`src/supply_supervisor_consts.vh`:
```
// constants for the supply supervisor and watchdog clock select block
//
// Notes on behaviour
// - when the clock-source bit is one the reset/watchdog counter chain runs from the crystal input instead of the rc oscillator.
// - after reset the clock-source bit reads zero so the rc oscillator clocks the chain.
// - reset is driven to all logic for as long as the brown-out comparator reports low supply; the code keeps the interrupt registers through it.
// - once the supply is back above the brown-out threshold a full power-on reset sequence runs before normal operation.
// - a small supply droop stops the crystal oscillator and enters a low-voltage standby with no system clock.
// - the low-voltage detector control sits at offset 0x0c and its bit 0 enables detection.
// - bit 1 of that register is a flag set when the enabled detector sees the supply reach the detection threshold.
// - the watchdog mode register at offset 0x0f is write-only and reads never return it.
// - the watchdog mode register takes writes only in the first 61 processor cycles after the first instruction following reset, then locks;
//   the code also takes writes before that first instruction.
`ifndef SUPPLY_SUPERVISOR_CONSTS_VH
`define SUPPLY_SUPERVISOR_CONSTS_VH

// =====================================================================
// register map; the two documented registers keep their word index,
// and their byte address is four times that index
`define LVD_CTRL_IDX     8'h0c
`define WDT_MODE_IDX     8'h0f
`define LVD_CTRL_ADDR    8'h30
`define WDT_MODE_ADDR    8'h3c
`define IRQ_STATUS_ADDR  8'h10
`define IRQ_ENABLE_ADDR  8'h14
`define IRQ_CLEAR_ADDR   8'h18
`define SUP_STATUS_ADDR  8'h1c

// =====================================================================
// field positions
`define LVD_EN_BIT       0
`define LVD_FLAG_BIT     1
`define WDT_CLKSRC_BIT   4
`define IRQ_LVD_BIT      0
`define IRQ_BROWN_BIT    1
`define IRQ_RECOV_BIT    2
`define IRQ_W            3

// =====================================================================
// reset values and timing
`define WDT_MODE_RESET   8'h0e
`define LVD_CTRL_RESET   2'h0
`define WDT_OPEN_CYCLES  61
`define POR_DELAY_DEF    16
`define RESP_OKAY        2'h0
`define RESP_SLVERR      2'h2

`endif

```
`src/supply_supervisor.v`:
```
// supply supervisor, low-voltage detect and watchdog clock select
`timescale 1ns/1ps
`include "supply_supervisor_consts.vh"
module supply_supervisor #(
  parameter POR_DELAY = `POR_DELAY_DEF
) (
  input  wire        aclk,
  input  wire        aresetn,
  input  wire [7:0]  s_axi_awaddr,
  input  wire        s_axi_awvalid,
  output reg         s_axi_awready,
  input  wire [31:0] s_axi_wdata,
  input  wire [3:0]  s_axi_wstrb,
  input  wire        s_axi_wvalid,
  output reg         s_axi_wready,
  output reg  [1:0]  s_axi_bresp,
  output reg         s_axi_bvalid,
  input  wire        s_axi_bready,
  input  wire [7:0]  s_axi_araddr,
  input  wire        s_axi_arvalid,
  output reg         s_axi_arready,
  output reg  [31:0] s_axi_rdata,
  output reg  [1:0]  s_axi_rresp,
  output reg         s_axi_rvalid,
  input  wire        s_axi_rready,
  input  wire        brownout_below,
  input  wire        supply_droop,
  input  wire        detect_below,
  input  wire        rc_osc_clk,
  input  wire        crystal_input_pin,
  input  wire        first_instr_done,
  input  wire        proc_cycle_tick,
  output reg         chain_clk,
  output reg         global_reset_n,
  output reg         crystal_osc_en,
  output reg         standby,
  output reg         irq
);

  // ===================================================================
  // pin synchronisers
  wire brown_s;
  wire droop_s;
  wire detect_s;

  level_sync u_brown (
    .aclk    (aclk),
    .aresetn (aresetn),
    .din     (brownout_below),
    .dout    (brown_s)
  );
  level_sync u_droop (
    .aclk    (aclk),
    .aresetn (aresetn),
    .din     (supply_droop),
    .dout    (droop_s)
  );
  level_sync u_detect (
    .aclk    (aclk),
    .aresetn (aresetn),
    .din     (detect_below),
    .dout    (detect_s)
  );

  // ===================================================================
  // brown-out and power-on sequencing
  localparam ST_RUN   = 2'd0;
  localparam ST_BROWN = 2'd1;
  localparam ST_POR   = 2'd2;

  reg  [1:0]  state_reg;
  reg  [1:0]  state_next;
  reg  [15:0] por_cnt_reg;
  reg  [15:0] por_cnt_next;
  wire        brown_rise;
  wire        por_done_evt;
  reg         brown_d_reg;

  always @* begin
    state_next   = state_reg;
    por_cnt_next = por_cnt_reg;
    case (state_reg)
      ST_RUN: begin
        if (brown_s) begin
          state_next = ST_BROWN;
        end
      end
      ST_BROWN: begin
        por_cnt_next = 16'h0000;
        if (!brown_s) begin
          state_next = ST_POR;
        end
      end
      ST_POR: begin
        if (brown_s) begin
          state_next = ST_BROWN;
        end else if (por_cnt_reg == POR_DELAY[15:0] - 16'h0001) begin
          state_next = ST_RUN;
        end else begin
          por_cnt_next = por_cnt_reg + 16'h0001;
        end
      end
      default: begin
        state_next = ST_POR;
      end
    endcase
  end

  // sequencer starts in power-on count so a cold start also waits
  always @(posedge aclk) begin
    if (!aresetn) begin
      state_reg   <= ST_POR;
      por_cnt_reg <= 16'h0000;
      brown_d_reg <= 1'b0;
    end else begin
      state_reg   <= state_next;
      por_cnt_reg <= por_cnt_next;
      brown_d_reg <= brown_s;
    end
  end

  assign brown_rise   = brown_s & ~brown_d_reg;
  assign por_done_evt = (state_reg == ST_POR) && (state_next == ST_RUN);

  // internal reset for the register file: held through brown-out and por
  wire sys_rst = (!aresetn) || (state_reg != ST_RUN);

  always @(posedge aclk) begin
    if (!aresetn) begin
      global_reset_n <= 1'b0;
      standby        <= 1'b0;
      crystal_osc_en <= 1'b0;
    end else begin
      global_reset_n <= (state_next == ST_RUN);
      // droop halts the crystal; no system clock leaves the block
      standby        <= droop_s;
      crystal_osc_en <= !droop_s && !brown_s;
    end
  end

  // ===================================================================
  // watchdog mode register with write window
  reg [7:0] wdt_mode_reg;
  reg [6:0] open_cnt_reg;
  reg       window_run_reg;
  reg       first_seen_reg;
  wire      wdt_open = window_run_reg || !first_seen_reg;

  always @(posedge aclk) begin
    if (sys_rst) begin
      open_cnt_reg   <= 7'h00;
      window_run_reg <= 1'b0;
      first_seen_reg <= 1'b0;
    end else begin
      if (!first_seen_reg && first_instr_done) begin
        first_seen_reg <= 1'b1;
        window_run_reg <= 1'b1;
      end else if (window_run_reg && proc_cycle_tick) begin
        if (open_cnt_reg == 7'd`WDT_OPEN_CYCLES - 7'd1) begin
          window_run_reg <= 1'b0;
        end
        open_cnt_reg <= open_cnt_reg + 7'h01;
      end
    end
  end

  // ===================================================================
  // clock source mux for the reset/watchdog chain
  wire use_crystal = wdt_mode_reg[`WDT_CLKSRC_BIT];

  // registered select keeps the output glitch-limited to one aclk step;
  // a true clock mux would need a glitch-free cell
  always @(posedge aclk) begin
    if (!aresetn) begin
      chain_clk <= 1'b0;
    end else begin
      chain_clk <= use_crystal ? crystal_input_pin : rc_osc_clk;
    end
  end

  // ===================================================================
  // low-voltage detect
  reg [1:0] lvd_ctrl_reg;
  wire      lvd_event = lvd_ctrl_reg[`LVD_EN_BIT] && detect_s;

  // ===================================================================
  // axi4-lite write channel
  reg        aw_held_reg;
  reg [7:0]  aw_addr_reg;
  reg        w_held_reg;
  reg [31:0] w_data_reg;
  reg [3:0]  w_strb_reg;
  wire       do_write = aw_held_reg && w_held_reg && !s_axi_bvalid;
  localparam IRQ_TOP = `IRQ_W - 1;
  reg  [IRQ_TOP:0] irq_status_reg;
  reg  [IRQ_TOP:0] irq_enable_reg;

  function known_addr;
    input [7:0] a;
    begin
      known_addr = (a == `LVD_CTRL_ADDR) || (a == `WDT_MODE_ADDR) ||
                   (a == `IRQ_STATUS_ADDR) || (a == `IRQ_ENABLE_ADDR) ||
                   (a == `IRQ_CLEAR_ADDR) || (a == `SUP_STATUS_ADDR);
    end
  endfunction

  always @(posedge aclk) begin
    if (!aresetn) begin
      s_axi_awready <= 1'b0;
      s_axi_wready  <= 1'b0;
      s_axi_bvalid  <= 1'b0;
      s_axi_bresp   <= `RESP_OKAY;
      aw_held_reg   <= 1'b0;
      w_held_reg    <= 1'b0;
      aw_addr_reg   <= 8'h00;
      w_data_reg    <= 32'h0000_0000;
      w_strb_reg    <= 4'h0;
    end else begin
      s_axi_awready <= !aw_held_reg && !s_axi_awready && !s_axi_bvalid;
      s_axi_wready  <= !w_held_reg && !s_axi_wready && !s_axi_bvalid;
      if (s_axi_awvalid && s_axi_awready) begin
        aw_held_reg   <= 1'b1;
        aw_addr_reg   <= s_axi_awaddr;
        s_axi_awready <= 1'b0;
      end
      if (s_axi_wvalid && s_axi_wready) begin
        w_held_reg   <= 1'b1;
        w_data_reg   <= s_axi_wdata;
        w_strb_reg   <= s_axi_wstrb;
        s_axi_wready <= 1'b0;
      end
      if (do_write) begin
        aw_held_reg  <= 1'b0;
        w_held_reg   <= 1'b0;
        s_axi_bvalid <= 1'b1;
        s_axi_bresp  <= known_addr({aw_addr_reg[7:2], 2'b00}) ? `RESP_OKAY : `RESP_SLVERR;
      end else if (s_axi_bvalid && s_axi_bready) begin
        s_axi_bvalid <= 1'b0;
      end
    end
  end

  wire [7:0] wa   = {aw_addr_reg[7:2], 2'b00};
  wire       wb0  = do_write && w_strb_reg[0];

  // ===================================================================
  // register file
  always @(posedge aclk) begin
    if (sys_rst) begin
      wdt_mode_reg <= `WDT_MODE_RESET;
      lvd_ctrl_reg <= `LVD_CTRL_RESET;
    end else begin
      if (wb0 && wa == `WDT_MODE_ADDR && wdt_open) begin
        wdt_mode_reg <= w_data_reg[7:0];
      end
      // a pending detect wins over a software write of the flag
      if (wb0 && wa == `LVD_CTRL_ADDR) begin
        lvd_ctrl_reg[`LVD_EN_BIT]   <= w_data_reg[`LVD_EN_BIT];
        lvd_ctrl_reg[`LVD_FLAG_BIT] <= w_data_reg[`LVD_FLAG_BIT] || lvd_event;
      end else if (lvd_event) begin
        lvd_ctrl_reg[`LVD_FLAG_BIT] <= 1'b1;
      end
    end
  end

  // interrupt state survives brown-out so software can see it afterwards
  wire [IRQ_TOP:0] irq_set = {por_done_evt, brown_rise, lvd_event};
  wire [IRQ_TOP:0] irq_clr = (wb0 && wa == `IRQ_CLEAR_ADDR) ?
                             w_data_reg[IRQ_TOP:0] : {`IRQ_W{1'b0}};

  always @(posedge aclk) begin
    if (!aresetn) begin
      irq_status_reg <= {`IRQ_W{1'b0}};
      irq_enable_reg <= {`IRQ_W{1'b0}};
      irq            <= 1'b0;
    end else begin
      // set wins over clear in the same cycle
      irq_status_reg <= (irq_status_reg & ~irq_clr) | irq_set;
      if (wb0 && wa == `IRQ_ENABLE_ADDR) begin
        irq_enable_reg <= w_data_reg[IRQ_TOP:0];
      end
      irq <= |(irq_status_reg & irq_enable_reg);
    end
  end

  // ===================================================================
  // axi4-lite read channel
  wire [7:0] ra = {s_axi_araddr[7:2], 2'b00};

  always @(posedge aclk) begin
    if (!aresetn) begin
      s_axi_arready <= 1'b0;
      s_axi_rvalid  <= 1'b0;
      s_axi_rdata   <= 32'h0000_0000;
      s_axi_rresp   <= `RESP_OKAY;
    end else begin
      s_axi_arready <= !s_axi_arready && !s_axi_rvalid;
      if (s_axi_arvalid && s_axi_arready) begin
        s_axi_arready <= 1'b0;
        s_axi_rvalid  <= 1'b1;
        s_axi_rresp   <= known_addr(ra) ? `RESP_OKAY : `RESP_SLVERR;
        case (ra)
          `LVD_CTRL_ADDR:   s_axi_rdata <= {30'h0000_0000, lvd_ctrl_reg};
          `IRQ_STATUS_ADDR: s_axi_rdata <= {29'h0000_0000, irq_status_reg};
          `IRQ_ENABLE_ADDR: s_axi_rdata <= {29'h0000_0000, irq_enable_reg};
          `SUP_STATUS_ADDR: s_axi_rdata <= {27'h0000_000, wdt_open, droop_s,
                                            detect_s, state_reg};
          // watchdog mode and clear registers read as zero
          default:          s_axi_rdata <= 32'h0000_0000;
        endcase
      end else if (s_axi_rvalid && s_axi_rready) begin
        s_axi_rvalid <= 1'b0;
      end
    end
  end

endmodule // supply_supervisor

```
`src/level_sync.v`:
```
// three-stage input synchroniser with agreement filter
`timescale 1ns/1ps
module level_sync (
  input  wire aclk,
  input  wire aresetn,
  input  wire din,
  output reg  dout
);
  reg s1_reg;
  reg s2_reg;
  reg s3_reg;

  always @(posedge aclk) begin
    if (!aresetn) begin
      s1_reg <= 1'b0;
      s2_reg <= 1'b0;
      s3_reg <= 1'b0;
      dout   <= 1'b0;
    end else begin
      s1_reg <= din;
      s2_reg <= s1_reg;
      s3_reg <= s2_reg;
      // change is accepted only once stages two and three agree
      if (s2_reg == s3_reg) begin
        dout <= s3_reg;
      end
    end
  end
endmodule // level_sync

```
`config.mk`:
```
export PLATFORM = sky130hd
export DESIGN_NAME = supply_supervisor
export DESIGN_NICKNAME = d
export VERILOG_FILES = /design/src/supply_supervisor.v /design/src/level_sync.v
export VERILOG_INCLUDE_DIRS = /design/src
export SDC_FILE = /design/constraint.sdc
export NUM_CORES = 1
export LEC_CHECK = 0
export BUFFER_PORTS_ARGS = -buffer_cell sky130_fd_sc_hd__buf_4
export CORE_MARGIN = 2
export CORE_UTILIZATION = 42
export DETAILED_ROUTE_END_ITERATION = 7
export GPL_TIMING_DRIVEN = 0
export PLACE_DENSITY = 0.75
export SLEW_MARGIN = 20
export SYNTH_ARGS = -nofsm -noshare
export SYNTH_HDL_FRONTEND = slang
export SYNTH_HIERARCHICAL = 1
export SYNTH_SLANG_ARGS = --single-unit
export TNS_END_PERCENT = 10
```
`constraint.sdc`:
```
create_clock -name aclk -period 4.4 [get_ports aclk]
set_clock_uncertainty 0.05 [all_clocks]
set_input_delay 0.66 -clock aclk [delete_from_list [all_inputs] [get_ports aclk]]
set_output_delay 0.66 -clock aclk [all_outputs]
set_load 0.02 [all_outputs]
```
==> impl_metrics.toml, run 1 <==
[placed_design]
place.port_buffers = 46
gp_congestion = 0.818
post-place-ws_ps = 2210
place_hpwl_um = 5320

[status]
status = "finished clean"

[min_path]
holdPathStages = 1
hold_end = "u_droop/s2_reg$_SDFF_PN0_"
hold_path.class = "reg -> reg"
min_from = "u_droop/s1_reg$_SDFF_PN0_"

[timing]
tightestPinTransition_ps = 711
setup_viol = 0
slew_headroom = 0.525
final.period_utilization = 0.410
setup_tns_ps = 0
final.min_clock_period_ps = 1800
fmax_mhz = 554
finalHoldViolCount = 0
finalMaxSlewViolations = 0
setup_slack_ps = 2600
grt_setup_unrepaired = "false"

[route]
m1WireLength_um = 3200
vias_per_cell = 4.90
wl_per_cell_um = 11.9
wirelength_um = 7150
routed-wl-met3_um = 393
vias = 2952
antenna_left = 0
met2_length_um = 3480
top_layer = "met4"
drcViolationCount = 0
dr.pass1.iters = 4
drt_iter0_drc = 127

[yosys]
ys_types = 51
ys.flop_type = "dfxtp_1"
ys_seq_area_frac = 0.451
syn_area_mm2 = 0.00351
synth_edf_count = 0
ys_async_sr_fraction = 0
synth_top_area_cell = "dfxtp_1"
yosysWarnings = 6
ys_top_cells_by_area = "dfxtp_1 (45%), buf_4 (6.4%), nand2_1 (4.8%), a21oi_1 (4.0%), mux2i_1 (4.0%)"
synth_seq_cells = 79
syn_area_per_cell_um2 = 8.62
synth_cells = 407
synth_top_area_frac = 0.451

[die]
dieArea_mm2 = 0.00910
start_util = 0.429
die_width_um = 95.4
io_pins = 112
core_mm2 = 0.00818
num_rows = 33
fp.dieH_um = 95.4

[global_route]
antenna_found_initial = 0
grt_pass1_wl_um = 11900
grt_max_degree = 16
grt_pass1_vias = 2665
grt_use_total = 0.165
grt-ovfl-total = 0

[worst_setup_path]
r2r_end = "por_cnt_reg[14]$_SDFFE_PN0P_"
worstSetupStartpointType = "primary input"
worstRegToRegCells = 4
r2r_slack_ps = 2610
critPathKind = "in -> reg"
cp_max_fo = 6
crit_path_end_kind = "flip-flop"
required_ps = 4620
critPathArrivalTime_ps = 2030
rr_startpoint = "por_cnt_reg[3]$_SDFFE_PN0P_"

[power_and_ir_drop]
p_int_uw = 1110
pwr-share-seq = 0.506
power_density_mw_per_mm2 = 342
p_switching_uw = 358
comb_power_share = 0.094
leakage_uw = 0.00178
clkPwrFrac = 0.400
sw_frac_of_total = 0.243
vdd_drop_max_mv = 0.225

[cts]
htree_levels = 3
clk_path_buf_depth = 2
numClockSinks = 79
cts_root_buf = "clkbuf_8"
numCtsBuffers = 9
cts_tree = "done"
postCtsSetupRepairBufs = 0
clock_latency_ps = 340
clk_pin_slew_ps = 80
postCtsHoldBufs = 0
cts_resized = 0

[cells_and_area]
diodes = 0
drive_gt1_frac = 0.207
area_growth_pct = 22.9
final_nets = 561
largest_reg_flops = 16
n_fill_cell = 783

[run]
maxCapViolCount = 0
[cell families (layout without fill, tap and decap cells)]
kind of cell | after synthesis | after routing | synth area share
mux | 14 | 14 | 0.0400
simple gates | 173 | 173 | 0.257
other cells | 1 | 29 | 0.00107
buf+inv | 56 | 118 | 0.0949
flops | 79 | 79 | 0.451
compound gates | 67 | 67 | 0.111
fa+ha+maj | 3 | 3 | 0.0107
xor+xnor | 14 | 14 | 0.0350
[how the worst max path moves through the flow]
| stage | start | end | slack (ps) | cells after the start |
|---|---|---|---|---|
| 4_1_cts | s_axi_araddr[7] | s_axi_rdata[1]$_SDFFE_PN0P_ | 2580 | 5 |
| 3_5_place_dp | s_axi_araddr[7] | s_axi_rdata[1]$_SDFFE_PN0P_ | 2210 | 5 |
| 2_1_floorplan | s_axi_araddr[7] | s_axi_rdata[0]$_SDFFE_PN0P_ | 2640 | 4 |
| 5_1_grt | s_axi_araddr[7] | s_axi_rdata[1]$_SDFFE_PN0P_ | 2410 | 5 |
| 3_3_place_gp | s_axi_araddr[7] | s_axi_rdata[0]$_SDFFE_PN0P_ | 2230 | 5 |
| 6_report | s_axi_araddr[7] | s_axi_rdata[1]$_SDFFE_PN0P_ | 2600 | 5 |
[metrics by stage]
step	util	cell area [um2]	power [uW]	std cells	hold slack (ps)
floorplan	-	3610	853	435	358
global placement	0.500	4090	897	586	365
CTS	0.527	4310	1490	602	393
global route	0.527	4310	1540	602	406
detailed placement	0.500	4090	900	586	372
finish	0.527	4310	1470	602	387
[layer usage]
metal / track usage / up-vias
li1: - / 1525
met1: 0.204 / 1345
met2: 0.278 / 73
met3: 0.0474 / 9
met4: 0.0512 / 0
met5: 0 / -
[worst max-delay path, stage by stage]
cell     delay [ps]
buf_4           110
nor3b_1         600
o21ai_0         160
or3_1           340
o21ai_0         160
[cells in the final DEF (no fill, tap or decap), types with 9 or more instances in the layout]
master	synthesis	routed
a21oi_1	28	28
nand2_1	45	45
o21ai_0	16	16
clkbuf_1	9	9
buf_4	30	76
nand3_1	24	24
and2_1	9	9
nor2_1	27	27
clkbuf_8	0	9
conb_1	1	29
dfxtp_1	79	79
nand4_1	9	9
mux2i_1	14	14
inv_1	12	12
[area by class of cell]
class | count | area (um2) | area share
multi-input cells | 300 | 1700 | 0.394
clock inverters | 7 | 96.3 | 0.0224
flip-flops and latches | 79 | 1580 | 0.367
well taps | 105 | 131 | 0.0305
plain buffers | 43 | 284 | 0.0659
repair buffers | 46 | 345 | 0.0801
inverters | 13 | 48.8 | 0.0113
clock buffers | 9 | 124 | 0.0287
[cell usage after synthesis (9+ instances only)]
cell,n
nand4_1,9
buf_4,30
dfxtp_1,79
a21oi_1,28
o21ai_0,16
inv_1,12
nand3_1,24
clkbuf_1,9
and2_1,9
nor2_1,27
mux2i_1,14
nand2_1,45
[power groups by stage]
stage          Sequential [uW]  Clock (uW)  Combinational [uW]
2_1_floorplan              766           0                86.8
3_3_place_gp               762           0                 136
3_5_place_dp               763           0                 137
4_1_cts                    746         602                 138
5_1_grt                    749         638                 153
6_report                   746         589                 138
(Power assumes the default switching activity.)
==> run 2, diff against run 1 <==
==> constraint.sdc (replaced) <==
create_clock -name aclk -period 1.7 [get_ports aclk]
set_clock_uncertainty 0.05 [all_clocks]
set_input_delay 0.255 -clock aclk [delete_from_list [all_inputs] [get_ports aclk]]
set_output_delay 0.255 -clock aclk [all_outputs]
set_load 0.02 [all_outputs]
==> run 2 against run 1 <==
  * Wire length rose by 2.9%
  * First-iteration DRC count rose by 14%
  * Largest power group unchanged
  * Total power rose to 2.6 times the previous value
  * Via count rose by 1.6%
  * Highest routed layer unchanged
  * Global-route usage rose by 0.083 points
  * Largest cell class unchanged
==> impl_metrics.toml, run 2 (synthesis gave the netlist of run 1 again) <==
[timing]
final.min_clock_period_ps = 1670
setup_viol = 0
grt_setup_unrepaired = "true"
slew_headroom = 0.533
fmax_mhz = 597
setup_tns_ps = 0
finalMaxSlewViolations = 0
tightestPinTransition_ps = 700
final.period_utilization = 0.985
holdWs_ps = 54.8
finalHoldViolCount = 0

[die]
fp.dieH_um = 95.4
io_pins = 112
dieArea_mm2 = 0.00910
start_util = 0.429
num_rows = 33
core_mm2 = 0.00818
die_width_um = 95.4

[placed_design]
dp.cells = 586
gp_congestion = 0.818
place.port_buffers = 46
place_hpwl_um = 5320

[min_path]
holdPathStages = 2
hold_path.class = "in -> reg"

[cells_and_area]
final_util = 0.541
final_cell_mix = "buf_4 (80), dfxtp_1 (74), nand2_1 (45), conb_1 (29)"
instances_no_fill = 606
final_common_cell = "buf_4"
diodes = 0
area_growth_pct = 26.0
largest_reg_flops = 16
drive_gt1_frac = 0.242
final_nets = 565

[route]
drcViolationCount = 0
antenna_left = 0
drt_iter0_drc = 145
vias = 2999
dr.pass1.iters = 5
wl_per_cell_um = 12.2
vias_per_cell = 4.95
wirelength_um = 7360

[worst_setup_path]
worstRegToRegCells = 4
critPathKind = "reg -> reg"
required_ps = 1900
critPathArrivalTime_ps = 1870
worstSetupStartpointType = "flip-flop"
cp_max_fo = 4
slowest_delay_ps = 420
crit_path_end_kind = "flip-flop"
crit_slowest_cell = "or3b_1"
worstPathCellList = "or3b_1, nor3_1, a31oi_1, o21a_1"

[cts]
numClockSinks = 79
cts_tree = "done"
numCtsBuffers = 9
cts_root_buf = "clkbuf_8"
clk_pin_slew_ps = 90
clk_path_buf_depth = 2
clock_latency_ps = 350
postCtsHoldBufs = 0
htree_levels = 3

[status]
status = "finished clean"

[global_route]
grt_use_total = 0.166
grt_pass1_wl_um = 12000
grt_max_degree = 16
grt-ovfl-total = 0
antenna_found_initial = 0
grt_pass1_vias = 2679

[run]
maxCapViolCount = 0

[power_and_ir_drop]
finalPower_uw = 3840
power_density_mw_per_mm2 = 868
vdd_drop_max_mv = 0.582
leakage_uw = 0.00181
==> run 2: cell types whose count changed in the layout (fill, tap and decap cells not counted), moves of 2 or more <==
cell / change
buf_4: +4
dfxtp_1: -5
nor4_1: -2
dfxtp_2: +4
==> run 2: layout make-up <==
type	instances	area [um2]
well taps	105	131
fillers	763	3750
multi-input cells	300	1770
repair buffers	50	375
clock buffers	9	124
plain buffers	43	287
inverters	13	48.8
flip-flops and latches	79	1590
clock inverters	7	96.3
==> run 2: report_power, final <==
group / switching (uW) / leakage (uW) / internal [uW] / total, uW
registers: 37.4 / 0.000644 / 1900 / 1930
clock network: 705 / 0.000114 / 832 / 1540
logic: 202 / 0.00105 / 165 / 367
==> run 2: critical path: cells and delay by family (launching register included) <==
family          cells  cell delay, ps
compound gates      2             370
flops               1             340
simple gates        2             810
==> run 2: through the flow <==
| step | setup slack [ps] | area (um2) |
|---|---|---|
| 2_1_floorplan | 61.0 | 3610 |
| 3_3_place_gp | -62.9 | 4090 |
| 3_5_place_dp | -85.9 | 4090 |
| 4_1_cts | -41.9 | 4330 |
| 5_1_grt | -48.7 | 4420 |
| 6_report | 25.2 | 4420 |
==> run 2: what timing repair did <==
| action | CTS | global route |
|---|---|---|
| pin swaps | 1 | 4 |
| setup buffers | 3 | 1 |
| endpoints found under the setup margin | 3 | 12 |
| resized for setup | 2 | 18 |
| gates cloned | 0 | 0 |
==> run 2: path summary, 6_finish.rpt <==
path	startpoint	end	slack (ps)
max reg2reg	aw_addr_reg[4]$_SDFFE_PN0P_	irq_status_reg[2]$_SDFF_PN0_	30
min reg2reg	u_droop/s1_reg$_SDFF_PN0_	u_droop/s2_reg$_SDFF_PN0_	390
max	aw_addr_reg[4]$_SDFFE_PN0P_	irq_status_reg[2]$_SDFF_PN0_	30
min	detect_below	u_detect/s1_reg$_SDFF_PN0_	50
==> run 2: per-layer routing <==
layer | wire (um) | vias up | track usage
met5 | 0 | - | 0
met4 | 135 | 0 | 0.0571
met3 | 469 | 13 | 0.0474
met2 | 3560 | 95 | 0.278
met1 | 3200 | 1357 | 0.204
li1 | - | 1534 | -
==> run 3, diff against run 2 <==
--- a/config.mk
+++ b/config.mk
@@ -15,6 +15,5 @@
 export SLEW_MARGIN = 20
 export SYNTH_ARGS = -nofsm -noshare
 export SYNTH_HDL_FRONTEND = slang
-export SYNTH_HIERARCHICAL = 1
 export SYNTH_SLANG_ARGS = --single-unit
 export TNS_END_PERCENT = 10
==> run 3 against run 2 <==
  * The run now ends with negative setup slack left
  * Total power decreased by 4.4%
  * Area after synthesis is 0.57% higher
  * Global-route usage rose by 0.31 points
  * Via count is 2.5% higher
  * First-iteration DRC count increased by 5.5%
  * Die area is 0.55% higher
  * Design area is 0.68% higher
  * Worst hold slack better by 6.1 ps
  * Combinational power about the same
  * Wire length increased by 4.7%
  * Sequential cell count unchanged
  * Sequential power hardly changed
  * Critical path type unchanged
  * Largest power group unchanged
==> impl_metrics.toml, run 3 <==
[global_route]
grt_pass1_wl_um = 12000
grt_max_degree = 15
grt_pass1_vias = 2629
antenna_found_initial = 0
grt_use_total = 0.169
grt-ovfl-total = 0

[cts]
clk_pin_slew_ps = 80
clock_latency_ps = 350
numCtsBuffers = 9
postCtsHoldBufs = 0
numClockSinks = 79
clk_path_buf_depth = 2
cts_tree = "done"
cts_root_buf = "clkbuf_8"
htree_levels = 3

[worst_setup_path]
critPathArrivalTime_ps = 1970
worstRegToRegCells = 5
r2r_slack_ps = -50
cp-endpoint = "por_cnt_reg[5]$_SDFFE_PN0P_"
worstSetupStartpointType = "flip-flop"
critPathKind = "reg -> reg"
required_ps = 1920
cp_max_fo = 9
rr_startpoint = "u_brown.dout$_SDFFE_PN0N_"
cp-startpoint = "u_brown.dout$_SDFFE_PN0N_"
crit_path_end_kind = "flip-flop"
r2r_end = "por_cnt_reg[5]$_SDFFE_PN0P_"

[cells_and_area]
final_cell_mix = "buf_4 (80), dfxtp_1 (71), nand2_1 (41), a21oi_1 (34), conb_1 (29)"
drive_gt1_frac = 0.262
final_area_mm2 = 0.00445
final_common_cell = "buf_4"
area_growth_pct = 26.2
final_nets = 552
n_fill_cell = 742
largest_reg_flops = 16
diodes = 0

[timing]
slew_headroom = 0.595
setup_slack_ps = -45.3
setup_tns_ps = -137
fmax_mhz = 573
setup_viol = 5
grt_setup_unrepaired = "true"
final.period_utilization = 1.03
tightestPinTransition_ps = 607
finalHoldViolCount = 0
holdWs_ps = 60.9
finalMaxSlewViolations = 0
final.min_clock_period_ps = 1750

[status]
status = "finished, violations left"
violations = "negative setup slack"

[yosys]
ys_top_cells_by_area = "dfxtp_1 (45%), buf_4 (6.2%), a21oi_1 (5.1%), nand2_1 (4.4%), mux2i_1 (3.4%)"
ys_async_sr_fraction = 0
synth_commonest_cells = "dfxtp_1 (79), nand2_1 (41), a21oi_1 (36)"
synthSimpleGateAreaFrac = 0.264
synth_top_area_frac = 0.448
syn_area_mm2 = 0.00353
synth_top_family_by_area = "simple AND/OR/NAND/NOR gates"
synth_compound_area_frac = 0.126
synth_edf_count = 0
synth_adder_area_share = 0.0106
syn_area_per_cell_um2 = 8.88
ys.flop_type = "dfxtp_1"
ys_types = 55
synth_seq_cells = 79
synth_cells = 397
synth_top_area_cell = "dfxtp_1"
ys_seq_area_frac = 0.448
yosysWarnings = 0
synthMuxAreaShare = 0.0372
yosysMostFrequentCell = "dfxtp_1"
synth_xor_area_frac = 0.0199

[die]
io_pins = 112
num_rows = 33
die_width_um = 95.6
core_mm2 = 0.00818
start_util = 0.431
dieArea_mm2 = 0.00915
fp.dieH_um = 95.6

[route]
wl_per_cell_um = 13.0
vias = 3074
drcViolationCount = 0
dr.pass1.iters = 4
drt_iter0_drc = 153
antenna_left = 0
vias_per_cell = 5.18
wirelength_um = 7710

[min_path]
hold_path.class = "in -> reg"
min_from = "first_instr_done"
holdPathStages = 3

[placed_design]
place_area_mm2 = 0.00415
place_hpwl_um = 5670
place.port_buffers = 45
gp_congestion = 0.863

[run]
maxCapViolCount = 0

[power_and_ir_drop]
leakage_uw = 0.00173
power_density_mw_per_mm2 = 824
vdd_drop_max_mv = 0.581
-- run 3: cell types whose count changed after synthesis, moves of 5 or more --
cell,delta
or4_1,+8
nor2_1,-6
o31ai_1,+8
inv_1,-6
a22oi_1,+5
and3_1,-7
a21oi_1,+8
nand3_1,-5
o21ai_0,-9
-- run 3: kinds of logic (layout without fill, tap and decap cells) --
kind of cell / Yosys count / count (layout)
and+or+nand+nor: 166 / 166
DFF: 79 / 79
adders and majority gates: 3 / 3
xor gates and xnor gates: 8 / 8
AOI/OAI and AO/OA: 72 / 72
other: 1 / 29
muxes: 13 / 13
buffers and inverters: 55 / 118
-- run 3: worst min path at each step --
stage	end	slack, ps
after global placement	u_brown.s2_reg$_SDFF_PN0_	370
after CTS	first_seen_reg$_SDFFE_PP0P_	50
after floorplan	first_seen_reg$_SDFFE_PP0P_	320
after global routing	u_detect.s1_reg$_SDFF_PN0_	50
after detailed placement	u_detect.s2_reg$_SDFF_PN0_	370
final	first_seen_reg$_SDFFE_PP0P_	60
-- run 3: what timing repair did --
action / CTS / global route
pin swaps: 6 / 4
setup buffers: 2 / 4
resized for setup: 15 / 9
setup endpoints to repair: 20 / 19
-- run 3: critical path, cell delays in order, from the launching register on --
cell and delay [ps]:
dfxtp_4 380, nor3b_4 300, nand4_2 170, buf_4 170
or4_1 460, a21oi_1 150
-- run 3: area by class of cell --
type / instances / area, um2 / area share
clock inverter: 7 / 73.8 / 0.0166
clock buffer: 9 / 124 / 0.0278
multi-input combinational: 291 / 1820 / 0.408
sequential: 79 / 1600 / 0.359
inverter: 7 / 26.3 / 0.00590
timing repair buffer: 51 / 383 / 0.0860
tap: 105 / 131 / 0.0295
buffer: 44 / 298 / 0.0669
-- run 3: power breakdown --
part           internal, uW  total [uW]  switching (uW)
Clock                   680        1370             690
Sequential             1890        1930            35.8
Combinational           164         368             204
-- run 3: through the flow --
stage | power (uW) | util | cells | setup WS, ps
after floorplan | 2210 | - | 425 | -24.5
after global placement | 2320 | 0.507 | 575 | -108
after detailed placement | 2330 | 0.507 | 575 | -215
after CTS | 3700 | 0.537 | 590 | -50.5
after global routing | 3830 | 0.544 | 593 | -99.8
final | 3670 | 0.544 | 593 | -45.3
-- run 3: routing by layer --
layer  wire, um  GRT usage
met1       3460      0.220
met3        415     0.0427
met4         83     0.0583
met2       3750      0.272
met5          0          0
